`src/core/sir_pkg.sv`:
```
// Purpose: shared constants and types of the two-wire master receive channel
// Assumes: 32-bit classic Wishbone, registers 16 bits wide in the low lanes
// Notes:   one name for every offset, field and reset value
package sir_pkg;
   localparam int unsigned AW = 8;
   localparam int unsigned DW = 32;
   localparam int unsigned RW = 16;
   // -----------------------------------------------------------------
   // register offsets (byte addresses)
   // -----------------------------------------------------------------
   localparam logic [AW-1:0] OFS_MODE   = 8'h00;
   localparam logic [AW-1:0] OFS_OPCFG  = 8'h04;
   localparam logic [AW-1:0] OFS_DATA   = 8'h08;
   localparam logic [AW-1:0] OFS_OUTLVL = 8'h0C;
   localparam logic [AW-1:0] OFS_OUTEN  = 8'h10;
   localparam logic [AW-1:0] OFS_START  = 8'h14;
   localparam logic [AW-1:0] OFS_STOP   = 8'h18;
   localparam logic [AW-1:0] OFS_STATUS = 8'h1C;
   localparam logic [AW-1:0] OFS_MASK   = 8'h20;
   // -----------------------------------------------------------------
   // fields
   // -----------------------------------------------------------------
   localparam int unsigned   MD_MSB     = 2;
   localparam logic [2:0]    MD_IIC     = 3'h4;
   localparam int unsigned   MODE_FIX   = 5;
   localparam int unsigned   OPC_TXE    = 15;
   localparam int unsigned   OPC_RXE    = 14;
   localparam int unsigned   DIV_LSB    = 9;
   localparam int unsigned   DIV_W      = 7;
   localparam logic [6:0]    DIV_MIN    = 7'h01;
   localparam int unsigned   BYTE_W     = 8;
   localparam logic [3:0]    ACK_SLOT   = 4'h8;
   localparam int unsigned   LVL_CKO    = 8;
   localparam int unsigned   LVL_SO     = 0;
   localparam int unsigned   CTL_BIT    = 0;
   localparam int unsigned   ST_BUSY    = 1;
   localparam int unsigned   EV_END     = 0;
   localparam int unsigned   EV_OVR     = 1;
   localparam int unsigned   NUM_EV     = 2;
   // -----------------------------------------------------------------
   // reset values
   // -----------------------------------------------------------------
   localparam logic [RW-1:0] RST_MODE   = 16'h0000;
   localparam logic [RW-1:0] RST_OPCFG  = 16'h0000;
   localparam logic [RW-1:0] RST_OUTLVL = 16'h0101;
   localparam logic [DW-1:0] RD_ZERO    = 32'h0000_0000;
   // -----------------------------------------------------------------
   // types
   // -----------------------------------------------------------------
   typedef struct packed {
      logic [AW-1:0] adr;
      logic [DW-1:0] dat;
      logic [3:0]    sel;
      logic          we;
      logic          cyc;
      logic          stb;
   } sir_wb_req_s;
   typedef struct packed {
      logic scl_o;
      logic scl_oe;
      logic sda_o;
      logic sda_oe;
   } sir_pins_s;
   typedef enum logic [2:0] {
      ST_IDLE, ST_LOW, ST_HIGH, ST_SP_LOW, ST_SP_HIGH, ST_SP_REL
   } sir_state_e;
endpackage

```
`src/core/sir_bit_tick.sv`:
```
// Purpose: half-period tick for the serial clock
// Assumes: div_i of zero is raised to the least legal divider
// Notes:   one tick every div+1 clocks, so the bus clock is clk/(div+1)/2
`timescale 1ns/1ps
module sir_bit_tick
   import sir_pkg::*;
(
   input  wire logic             clk_i,
   input  wire logic             rst_i,
   input  wire logic             run_i,
   input  wire logic [DIV_W-1:0] div_i,
   output logic                  tick_o
);
   logic [DIV_W-1:0] cnt_ff;
   logic [DIV_W-1:0] nxt_cnt;
   logic [DIV_W-1:0] lim;

   always_comb begin
      lim     = (div_i < DIV_MIN) ? DIV_MIN : div_i;
      tick_o  = run_i && (cnt_ff >= lim);
      nxt_cnt = (!run_i || tick_o) ? '0 : DIV_W'(cnt_ff + 1'b1);
   end

   always_ff @(posedge clk_i) begin
      if (rst_i) begin
         cnt_ff <= '0;
      end else begin
         cnt_ff <= nxt_cnt;
      end
   end
endmodule

```
`src/core/sir_event_flag.sv`:
```
// Purpose: sticky event flag, cleared by writing a one
// Assumes: set and clear are one-cycle strobes
// Notes:   set wins over a clear in the same cycle so no event is lost
`timescale 1ns/1ps
module sir_event_flag (
   input  wire logic clk_i,
   input  wire logic rst_i,
   input  wire logic set_i,
   input  wire logic clr_i,
   output logic      flag_o
);
   logic flag_ff;
   logic nxt_flag;

   always_comb begin
      nxt_flag = set_i ? 1'b1 : (clr_i ? 1'b0 : flag_ff);
   end

   always_ff @(posedge clk_i) begin
      if (rst_i) begin
         flag_ff <= 1'b0;
      end else begin
         flag_ff <= nxt_flag;
      end
   end

   assign flag_o = flag_ff;
endmodule

```
`src/core/sir_rx_channel.sv`:
```
// Purpose: receive channel of a simplified two-wire master, Wishbone slave
// Assumes: address field already sent by the transmit path (addr_sent_i)
// Notes:   open-drain pins: output low, enable high while pulling low
//
// Functional notes
// - bytes are received only after the address field was sent
// - after the last byte the master makes a stop and frees the bus
// - only a transfer-end interrupt per byte, no buffer-empty interrupt; the overrun flag also raises irq_o when unmasked
// - overrun is the only error flag during reception
// - bus clock at most a quarter of clock; divider at least one
// - data not inverted, output level high while idle
// - one extra bit slot per byte in which the master acknowledges
// - received byte in low 8 data bits, divider above it
// - clock and data level bits follow the bus while running
// - no acknowledge driven for the last byte
`timescale 1ns/1ps
module sir_rx_channel
   import sir_pkg::*;
(
   input  wire logic                 clk_i,
   input  wire logic                 rst_i,
   input  wire sir_pkg::sir_wb_req_s wb_req_i,
   output logic [sir_pkg::DW-1:0]    wb_dat_o,
   output logic                      wb_ack_o,
   input  wire logic                 addr_sent_i,
   input  wire logic                 scl_i,
   input  wire logic                 sda_i,
   output sir_pkg::sir_pins_s        pins_o,
   output logic                      irq_o
);
   import sir_pkg::*;

   // -----------------------------------------------------------------
   // state
   // -----------------------------------------------------------------
   sir_state_e        state_ff,  nxt_state;
   logic [RW-1:0]     mode_ff,   nxt_mode;
   logic [RW-1:0]     opcfg_ff,  nxt_opcfg;
   logic [RW-1:0]     outlvl_ff, nxt_outlvl;
   logic [DIV_W-1:0]  div_ff,    nxt_div;
   logic [BYTE_W-1:0] shift_ff,  nxt_shift;
   logic [BYTE_W-1:0] rxbyte_ff, nxt_rxbyte;
   logic [3:0]        bit_ff,    nxt_bit;
   logic              outen_ff,  nxt_outen;
   logic              run_ff,    nxt_run;
   logic              stop_ff,   nxt_stop;
   logic              unread_ff, nxt_unread;
   logic              scl_ff,    nxt_scl;
   logic              sda_ff,    nxt_sda;
   logic              ack_ff,    nxt_ack;
   logic [DW-1:0]     rdat_ff,   nxt_rdat;
   logic [NUM_EV-1:0] mask_ff,   nxt_mask;

   logic              tick;
   logic              acc;
   logic              wr;
   logic [RW-1:0]     wmask;
   logic [RW-1:0]     wdat;
   logic              busy;
   logic              ready;
   logic              ev_end;
   logic              ev_ovr;
   logic [NUM_EV-1:0] ev_clr;
   logic [NUM_EV-1:0] status;
   logic              cur_scl;
   logic              cur_sda;

   // -----------------------------------------------------------------
   // helpers
   // -----------------------------------------------------------------
   sir_bit_tick u_tick (
      .clk_i  (clk_i),
      .rst_i  (rst_i),
      .run_i  (busy),
      .div_i  (div_ff),
      .tick_o (tick)
   );

   sir_event_flag u_end (
      .clk_i  (clk_i),
      .rst_i  (rst_i),
      .set_i  (ev_end),
      .clr_i  (ev_clr[EV_END]),
      .flag_o (status[EV_END])
   );

   sir_event_flag u_ovr (
      .clk_i  (clk_i),
      .rst_i  (rst_i),
      .set_i  (ev_ovr),
      .clr_i  (ev_clr[EV_OVR]),
      .flag_o (status[EV_OVR])
   );

   assign busy  = (state_ff != ST_IDLE);
   assign acc   = wb_req_i.cyc && wb_req_i.stb && !ack_ff;
   assign wr    = acc && wb_req_i.we;
   assign wmask = {{8{wb_req_i.sel[1]}}, {8{wb_req_i.sel[0]}}};
   assign wdat  = wb_req_i.dat[RW-1:0] & wmask;
   // byte start needs a running channel set up for reception
   assign ready = run_ff && addr_sent_i && !stop_ff
                  && (mode_ff[MD_MSB:0] == MD_IIC) && mode_ff[MODE_FIX]
                  && opcfg_ff[OPC_RXE] && !opcfg_ff[OPC_TXE];
   // pins follow the engine while a channel runs or the engine is busy (stop included), else software levels
   assign cur_scl = (run_ff || busy) ? scl_ff : outlvl_ff[LVL_CKO];
   assign cur_sda = (run_ff || busy) ? sda_ff : outlvl_ff[LVL_SO];

   // -----------------------------------------------------------------
   // engine and registers
   // -----------------------------------------------------------------
   always_comb begin
      nxt_state  = state_ff;
      nxt_mode   = mode_ff;
      nxt_opcfg  = opcfg_ff;
      nxt_outlvl = outlvl_ff;
      nxt_div    = div_ff;
      nxt_shift  = shift_ff;
      nxt_rxbyte = rxbyte_ff;
      nxt_bit    = bit_ff;
      nxt_outen  = outen_ff;
      nxt_run    = run_ff;
      nxt_stop   = stop_ff;
      nxt_unread = unread_ff;
      nxt_scl    = scl_ff;
      nxt_sda    = sda_ff;
      nxt_mask   = mask_ff;
      nxt_ack    = acc;
      nxt_rdat   = rdat_ff;
      ev_end     = 1'b0;
      ev_ovr     = 1'b0;
      ev_clr     = '0;

      // bus writes
      if (wr) begin
         case (wb_req_i.adr)
            OFS_MODE: begin
               if (!busy) begin
                  nxt_mode = (mode_ff & ~wmask) | wdat;
               end
            end
            OFS_OPCFG: begin
               if (!busy) begin
                  nxt_opcfg = (opcfg_ff & ~wmask) | wdat;
               end else begin
                  // only the two enables may move mid-transfer
                  nxt_opcfg[OPC_TXE] = wmask[OPC_TXE] ? wdat[OPC_TXE] : opcfg_ff[OPC_TXE];
                  nxt_opcfg[OPC_RXE] = wmask[OPC_RXE] ? wdat[OPC_RXE] : opcfg_ff[OPC_RXE];
               end
            end
            OFS_DATA: begin
               if (wmask[RW-1]) begin
                  nxt_div = wdat[RW-1:DIV_LSB];
               end
               // a data write launches one byte of reception
               if (!busy && ready && wmask[0]) begin
                  nxt_state = ST_LOW;
                  nxt_bit   = '0;
                  nxt_scl   = 1'b0;
                  nxt_sda   = 1'b1;
               end
            end
            OFS_OUTLVL: begin
               if (!busy && !run_ff) begin
                  nxt_outlvl = (outlvl_ff & ~wmask) | wdat;
               end
            end
            OFS_OUTEN: begin
               if (wmask[CTL_BIT] && !busy) begin
                  nxt_outen = wdat[CTL_BIT];
               end
            end
            OFS_START: begin
               if (wdat[CTL_BIT] && !busy && !run_ff) begin
                  nxt_run = 1'b1;
                  nxt_scl = outlvl_ff[LVL_CKO];
                  nxt_sda = outlvl_ff[LVL_SO];
               end
            end
            OFS_STOP: begin
               if (wdat[CTL_BIT] && run_ff) begin
                  nxt_run  = 1'b0;
                  nxt_stop = 1'b1;
               end
            end
            OFS_STATUS: begin
               ev_clr = wdat[NUM_EV-1:0];
            end
            OFS_MASK: begin
               nxt_mask = (mask_ff & ~wmask[NUM_EV-1:0]) | wdat[NUM_EV-1:0];
            end
            default: begin
            end
         endcase
      end

      // bus reads, answered in the ack cycle
      if (acc && !wb_req_i.we) begin
         case (wb_req_i.adr)
            OFS_MODE:   nxt_rdat = {16'h0000, mode_ff};
            OFS_OPCFG:  nxt_rdat = {16'h0000, opcfg_ff};
            OFS_DATA:   nxt_rdat = {16'h0000, div_ff, 1'b0, rxbyte_ff};
            OFS_OUTLVL: begin
               nxt_rdat = {16'h0000, outlvl_ff};
               nxt_rdat[LVL_CKO] = cur_scl;
               nxt_rdat[LVL_SO]  = cur_sda;
            end
            OFS_OUTEN:  nxt_rdat = {31'h0000_0000, outen_ff};
            OFS_START:  nxt_rdat = {30'h0000_0000, busy, run_ff};
            OFS_STATUS: nxt_rdat = {30'h0000_0000, status};
            OFS_MASK:   nxt_rdat = {30'h0000_0000, mask_ff};
            default:    nxt_rdat = RD_ZERO;
         endcase
         if (wb_req_i.adr == OFS_DATA) begin
            nxt_unread = 1'b0;
         end
      end

      // bit engine
      case (state_ff)
         ST_IDLE: begin
            if (stop_ff) begin
               nxt_state = ST_SP_LOW;
               nxt_scl   = 1'b0;
               nxt_sda   = 1'b0;
            end
         end
         ST_LOW: begin
            if (tick) begin
               nxt_scl   = 1'b1;
               nxt_state = ST_HIGH;
            end
         end
         ST_HIGH: begin
            if (tick) begin
               nxt_scl = 1'b0;
               if (bit_ff == ACK_SLOT) begin
                  nxt_sda    = 1'b1;
                  nxt_state  = ST_IDLE;
                  nxt_rxbyte = shift_ff;
                  nxt_unread = 1'b1;
                  ev_end     = 1'b1;
                  ev_ovr     = unread_ff;
               end else begin
                  nxt_shift = {shift_ff[BYTE_W-2:0], sda_i};
                  nxt_bit   = 4'(bit_ff + 1'b1);
                  nxt_state = ST_LOW;
                  // extra slot: pull low to acknowledge, release for last byte
                  if (4'(bit_ff + 1'b1) == ACK_SLOT) begin
                     nxt_sda = !outen_ff;
                  end
               end
            end
         end
         ST_SP_LOW: begin
            if (tick) begin
               nxt_scl   = 1'b1;
               nxt_state = ST_SP_HIGH;
            end
         end
         ST_SP_HIGH: begin
            if (tick) begin
               nxt_sda   = 1'b1;
               nxt_state = ST_SP_REL;
            end
         end
         ST_SP_REL: begin
            if (tick) begin
               nxt_state           = ST_IDLE;
               nxt_stop            = 1'b0;
               nxt_outlvl[LVL_CKO] = 1'b1;
               nxt_outlvl[LVL_SO]  = 1'b1;
            end
         end
         default: begin
            nxt_state = ST_IDLE;
         end
      endcase
   end

   always_ff @(posedge clk_i) begin
      if (rst_i) begin
         state_ff  <= ST_IDLE;
         mode_ff   <= RST_MODE;
         opcfg_ff  <= RST_OPCFG;
         outlvl_ff <= RST_OUTLVL;
         div_ff    <= DIV_MIN;
         shift_ff  <= '0;
         rxbyte_ff <= '0;
         bit_ff    <= '0;
         outen_ff  <= 1'b0;
         run_ff    <= 1'b0;
         stop_ff   <= 1'b0;
         unread_ff <= 1'b0;
         scl_ff    <= 1'b1;
         sda_ff    <= 1'b1;
         mask_ff   <= '0;
         ack_ff    <= 1'b0;
         rdat_ff   <= RD_ZERO;
      end else begin
         state_ff  <= nxt_state;
         mode_ff   <= nxt_mode;
         opcfg_ff  <= nxt_opcfg;
         outlvl_ff <= nxt_outlvl;
         div_ff    <= nxt_div;
         shift_ff  <= nxt_shift;
         rxbyte_ff <= nxt_rxbyte;
         bit_ff    <= nxt_bit;
         outen_ff  <= nxt_outen;
         run_ff    <= nxt_run;
         stop_ff   <= nxt_stop;
         unread_ff <= nxt_unread;
         scl_ff    <= nxt_scl;
         sda_ff    <= nxt_sda;
         mask_ff   <= nxt_mask;
         ack_ff    <= nxt_ack;
         rdat_ff   <= nxt_rdat;
      end
   end

   // -----------------------------------------------------------------
   // outputs
   // -----------------------------------------------------------------
   // scl_i is not watched: no clock stretching by the slave is honoured
   assign pins_o.scl_o  = 1'b0;
   assign pins_o.scl_oe = !cur_scl;
   assign pins_o.sda_o  = 1'b0;
   assign pins_o.sda_oe = !cur_sda;
   assign wb_ack_o      = ack_ff;
   assign wb_dat_o      = rdat_ff;
   assign irq_o         = |(status & mask_ff);
endmodule

```
`config.mk`:
```
export PLATFORM = sky130hd
export DESIGN_NAME = sir_rx_channel
export DESIGN_NICKNAME = d
export VERILOG_FILES = /design/src/core/sir_pkg.sv /design/src/core/sir_bit_tick.sv /design/src/core/sir_event_flag.sv /design/src/core/sir_rx_channel.sv
export SDC_FILE = /design/constraint.sdc
export NUM_CORES = 1
export LEC_CHECK = 0
export BUFFER_PORTS_ARGS = -buffer_cell sky130_fd_sc_hd__buf_2
export CORE_AREA = 3 3 103 105
export DETAILED_ROUTE_END_ITERATION = 12
export DIE_AREA = 0 0 106 108
export GPL_ROUTABILITY_DRIVEN = 0
export PLACE_DENSITY = 0.82
export SYNTH_ARGS = -nofsm -noshare
export SYNTH_HDL_FRONTEND = slang
export SYNTH_HIERARCHICAL = 1
export SYNTH_SLANG_ARGS = --single-unit
```
`constraint.sdc`:
```
create_clock -name clk_i -period 7.1 [get_ports clk_i]
set_clock_uncertainty 0.15 [all_clocks]
set_input_delay 1.42 -clock clk_i [delete_from_list [all_inputs] [get_ports clk_i]]
set_output_delay 1.42 -clock clk_i [all_outputs]
set_load 0.03 [all_outputs]
```
[After elaboration in Yosys (flattened, before gate mapping)]
Index checks and enable logic that the tools add are counted.
Storage, ports and cells
  register bits: 128
  input bits: 52
Operators by class
  add/subtract/negate cells: 2
  $lt $le $gt $ge: 2
  eq/ne operators: 19
  multiplexer cells: 74
  bitwise logic cells: 14
  reductions and logical operators: 48
Operators with widths (number)
  case mux 16 bit (8 select lines): 1
  AND 16 bit: 4
  OR 16 bit: 3
  2-to-1 mux 1 bit: 45
  == test 8 x 5 -> 1 bit, second input constant: 4
  2-to-1 mux 3 bit: 9
  2-to-1 mux 9 bit: 3
  2-to-1 mux 4 bit: 6
  AND reduction 3 bit: 8
  logical AND 1 bit: 18
  case mux 3 bit (6 select lines): 1
  == test 8 x 4 -> 1 bit, second input constant: 2
  inverter 16 bit: 1
  == test 3 bit, second input constant: 3
  zero test 1 bit: 9
  == test 4 bit, second input constant: 2
  == test 8 x 3 -> 1 bit, second input constant: 1
  == test 8 x 6 -> 1 bit, second input constant: 1
  zero test 8 bit: 1
  adder 7 x 1 -> 7 bit, second input constant: 1
  greater-or-equal comparator 7 bit: 1
  < comparator 7 x 1 -> 1 bit, second input constant: 1
  2-to-1 mux 7 bit: 1
  == test 3 x 2 -> 1 bit, second input constant: 2
  17 further kinds: 31

[Longest topological paths before layout]
  depth in word-level cells: 15
  mapped depth: 12

[By module]
Netlist, hierarchy kept.
Modules (own cells, without submodules)
  sir_rx_channel: times used 1, cells each 560, area each 4818.4 um^2
  sir_bit_tick: times used 1, cells each 53, area each 466.7 um^2
  sir_event_flag: times used 2, cells each 4, area each 38.8 um^2

[Worst setup path after synthesis]
No wires, ideal clock.
  kind: in2reg
  start point: in wb_req_i[44] (netlist name)
  end point: reg sda_ff
  data arrival time: 3.456 ns
  data required time: 6.863 ns
  slack: 3.407 ns
  cell stages on the path: 9
  path through: buf_6 -> or4_4 -> buf_6 -> or2_0 -> buf_2 -> or4_4 -> buf_6 -> o211a_1 -> o31ai_1
On the way
  word-level cells in the longest chain between the ends: 7
Ends and longest elaborated chain
  from (decl): line sir_rx_channel.sv:22  | input wire sir_pkg::sir_wb_req_s wb_req_i,
  == test 8 x 5 -> 1 bit or == test 8 x 4 -> 1 bit (tied branches): line sir_rx_channel.sv:135  | case (wb_req_i.adr)
  case mux 1 bit (2 select lines) *: line sir_rx_channel.sv:135
  2-to-1 mux 1 bit *: line sir_rx_channel.sv:134  | if (wr) begin
  2-to-1 mux 1 bit: line sir_rx_channel.sv:248  | if (4'(bit_ff + 1'b1) == ACK_SLOT) begin
  2-to-1 mux 1 bit: line sir_rx_channel.sv:236  | if (bit_ff == ACK_SLOT) begin
  2-to-1 mux 1 bit: line sir_rx_channel.sv:234  | if (tick) begin
  case mux 1 bit (3 select lines) *: line sir_rx_channel.sv:219  | case (state_ff)
  to (signal assigned): line sir_rx_channel.sv:313  | sda_ff <= nxt_sda;
  to (decl): line sir_rx_channel.sv:49  | logic sda_ff, nxt_sda;
Mark *: on every way between the ends. The rest lies on a longest branch, timed or not.
A chain may end at the register's enable or synchronous reset.

[Worst setup path in the final report]
  start point: reg div_ff[5]
  end point: reg bit_ff[3]
On the way
  word-level cells in the longest chain between the ends: 6
Ends and longest elaborated chain
  from (decl): line sir_rx_channel.sv:40  | logic [DIV_W-1:0] div_ff, nxt_div;
  from (signal assigned): line sir_rx_channel.sv:304  | div_ff <= nxt_div;
  < comparator 7 x 1 -> 1 bit: line sir_bit_tick.sv:19  | lim = (div_i < DIV_MIN) ? DIV_MIN : div_i;
  2-to-1 mux 7 bit *: line sir_bit_tick.sv:19
  greater-or-equal comparator 7 bit *: line sir_bit_tick.sv:20  | tick_o = run_i && (cnt_ff >= lim);
  logical AND 1 bit *: line sir_bit_tick.sv:20
  via tick: line sir_rx_channel.sv:54  | logic tick;
  2-to-1 mux 4 bit *: line sir_rx_channel.sv:234
  2-to-1 mux 4 bit *: line sir_rx_channel.sv:219
  to (signal assigned): line sir_rx_channel.sv:307  | bit_ff <= nxt_bit;
  to (decl): line sir_rx_channel.sv:43  | logic [3:0] bit_ff, nxt_bit;
Mark *: on every way through the listed nets, which the timed path passes. The rest lies on a longest branch.

==> key figures <==
Yosys
  – Commonest cells post-synth: dfxtp_1, nand2_1, mux2i_1
  – Largest cells by area after synthesis: dfxtp_1, mux2i_1, nand2_1
  – Synth Register Bits: 112
  – Post-synth EDFFs: 0
  – Synth area leader: dfxtp_1
  – Post-synth top flop: dfxtp_1
  – Top-count cell post-synth: dfxtp_1
  – Cell variety after synth: 59
  – Cell count after synthesis: 621
  – Ys Warns: 6
  – Post-synth top area share: 41.81%
  – Area of the mapped netlist: 5363 um2
  – Post-synth ARST share: 0%
  – Share of the yosys chip area belonging to registers: 41.81%
  – Avg Cell Area, Syn: 8.635 um2

Global route
  – Largest net degree at the start of global routing: 56
  – GRT Residual Overflow: 0
  – GRT Overall Usage: 22.37%
  – Initial antenna violation count: 0
  – First-pass GRT wire length: 20850 um
  – Vias in the first global route: 4354

Critical path
  – Crit path buf inv count: 0
  – RR Endpoint: bit_ff[3]$_SDFF_PP0_
  – Worst R2R Setup Slack: 3.13 ns
  – Worst R2R Start: div_ff[5]$_SDFFE_PP0P_
  – CP top delay family: simple AND/OR/NAND/NOR gates
  – CP required: 7.25 ns
  – Worst path cell trace: nor4_1 -> a31o_2 -> ha_1 -> nand2b_1 -> a211oi_1 -> o31ai_2 -> and2_1 -> nor4bb_1 -> nand2_1 -> nor3_1 -> a31oi_1 -> a21oi_1
  – Max stage delay cell, worst path: nor4bb_1
  – Arrival time of data at the critical path endpoint: 4.12 ns
  – CP Class: register to register
  – Worst-path maximum fanout: 12
  – Critical Path End Type: register
  – Reg2Reg Depth: 12
  – Slowest Stage Delay on Critical Path: 0.73 ns
  – Crit start category: register

Timing
  – RSZ-0062 raised after global routing: false
  – Final Max Slew Viols: 0
  – Setup TNS: 0 ns
  – Minimum clock period: 3.969 ns
  – Fmax: 0.2519 GHz
  – Final setup viols: 0
  – Final hold vios: 0
  – Worst-Margin Slew: 1.066 ns
  – Slew headroom: 28.64%
  – Tcrit/Tclk final: 55.91%

Layout
  – Design Area, Final: 5767 um2
  – Diode count: 0
  – Number of nets in the layout: 715
  – # fillers: 887
  – Fin util: 59.27%
  – Layout cells sized above 1: 13.09%
  – Post-Layout Cell Count: 790
  – Syn-to-layout area delta: 7.536%

Clock tree
  – Worst-path clk slew: 0.11 ns
  – Num CTS Buffers: 9
  – CTS root buf: clkbuf_8
  – H-tree Lvls: 3
  – Clock Latency Late Sink: 0.37 ns
  – # clock sinks: 112
  – CTS Buffer Depth: 2
  – Setup Fix Bufs, Post-CTS: 0
  – CTS tree: yes
  – Post-CTS Hold Fix Bufs: 0
  – Post-cts repair resize count: 0

Run
  – Max_cap viols: 0

Routing
  – DRC viols: 0
  – Via density per instance: 5.861
  – Wire per inst: 16.43 um
  – Initial DRT Pass Iterations: 5
  – Post-DRT Antenna Nets: 0
  – Via count: 4630
  – Detailed Route WL: 12980 um
  – 1st-iter DRT viols: 433

Placement
  – Dpl hpwl: 9417 um
  – Dpl cell area: 5588 um2
  – Cells after DPL: 775
  – IO buf count: 52

Min path
  – Hold crit path type: register to register
  – Hold path depth: 2

Status
  – Status: complete, no violations

Floorplanning
  – I/O Pins: 90
  – Die footprint: 11450 um2
  – Die Ht: 108 um
  – Row count: 36
  – Core area: 9729 um2
  – Die Wd: 106 um
  – Initial Util: 55.12%

Power
  – Lkg Pwr: 2.227 nW
  – Power per cell area: 181.6 nW/um2
  – Max VDD drop: 0.1238 mV
## final cells by class
type / instances / area (um2) / share of cell area (%)
Clock inverter: 6 / 55.05 / 0.9547
Tap cell: 133 / 166.4 / 2.886
Timing Repair Buffer: 54 / 275.3 / 4.773
Sequential cell: 112 / 2242 / 38.88
Inverter: 20 / 75.07 / 1.302
Clock buffer: 9 / 123.9 / 2.148
Multi-Input combinational cell: 456 / 2829 / 49.06
## report_power, final
group / leakage, nW / internal, mW / switching, mW
sequential: 0.902 / 0.628 / 0.000331
combinational: 1.24 / 0.0160 / 0.0487
clock: 0.0853 / 0.132 / 0.222
## cells by family after synthesis
| kind of cell | share of synthesized area [%] |
|---|---|
| AO/OA/AOI/OAI | 14.70 |
| XOR/XNOR | 0.9801 |
| adder cells (fa/ha/maj) | 2.333 |
| buffers and inverters | 6.626 |
| flip-flops | 41.81 |
| multiplexers | 12.69 |
| other | 0.06993 |
| AND/OR/NAND/NOR | 20.79 |
## routing by layer
layer	wire, um	global-route usage, %	share of wire, %
met1	5536	28.64	43
met2	6342	38.80	49
met3	785	3.522	6.0
met4	312	7.401	2.4
met5	0	0	0
## tightest hold or removal path, cell delays in order (launching register included)
cell	delay [ns]
dfxtp_1	0.32
nand2_1	0.05
a21oi_1	0.05
## cells in the final DEF, fill, tap and decap left out, types with 16 or more instances in the layout
master	Yosys	final
conb_1	1	18
nand2_1	92	92
mux2i_1	68	68
nor3_1	20	20
buf_2	2	52
nor2_1	53	53
a22o_1	16	16
a21oi_1	47	47
inv_1	19	19
dfxtp_1	112	112
## stage by stage
stage | total power, mW | setup slack [ns] | hold WS, ns
floorplan | 0.6922 | 3.407 | 0.2815
global placement | 0.7045 | 2.861 | 0.2874
detailed placement | 0.7059 | 2.811 | 0.2928
CTS | 1.051 | 3.183 | 0.3070
global route | 1.081 | 2.879 | 0.3312
finish | 1.047 | 3.131 | 0.3103
## worst max path at each step
stage / start / endpoint / slack, ns / cells past startpoint
after floorplan: wb_req_i[44] / sda_ff$_SDFF_PP1_ / 3.41 / 9
after global placement: wb_req_i[42] / div_ff[0]$_SDFFE_PP1P_ / 2.86 / 5
after detailed placement: wb_req_i[42] / register / 2.81 / 6
after CTS: wb_req_i[42] / register / 3.18 / 6
after global routing: div_ff[5]$_SDFFE_PP0P_ / rxbyte_ff[2]$_SDFFE_PP0P_ / 2.88 / 12
final: div_ff[5]$_SDFFE_PP0P_ / bit_ff[3]$_SDFF_PP0_ / 3.13 / 12
Power figures use the tool's default switching activity.
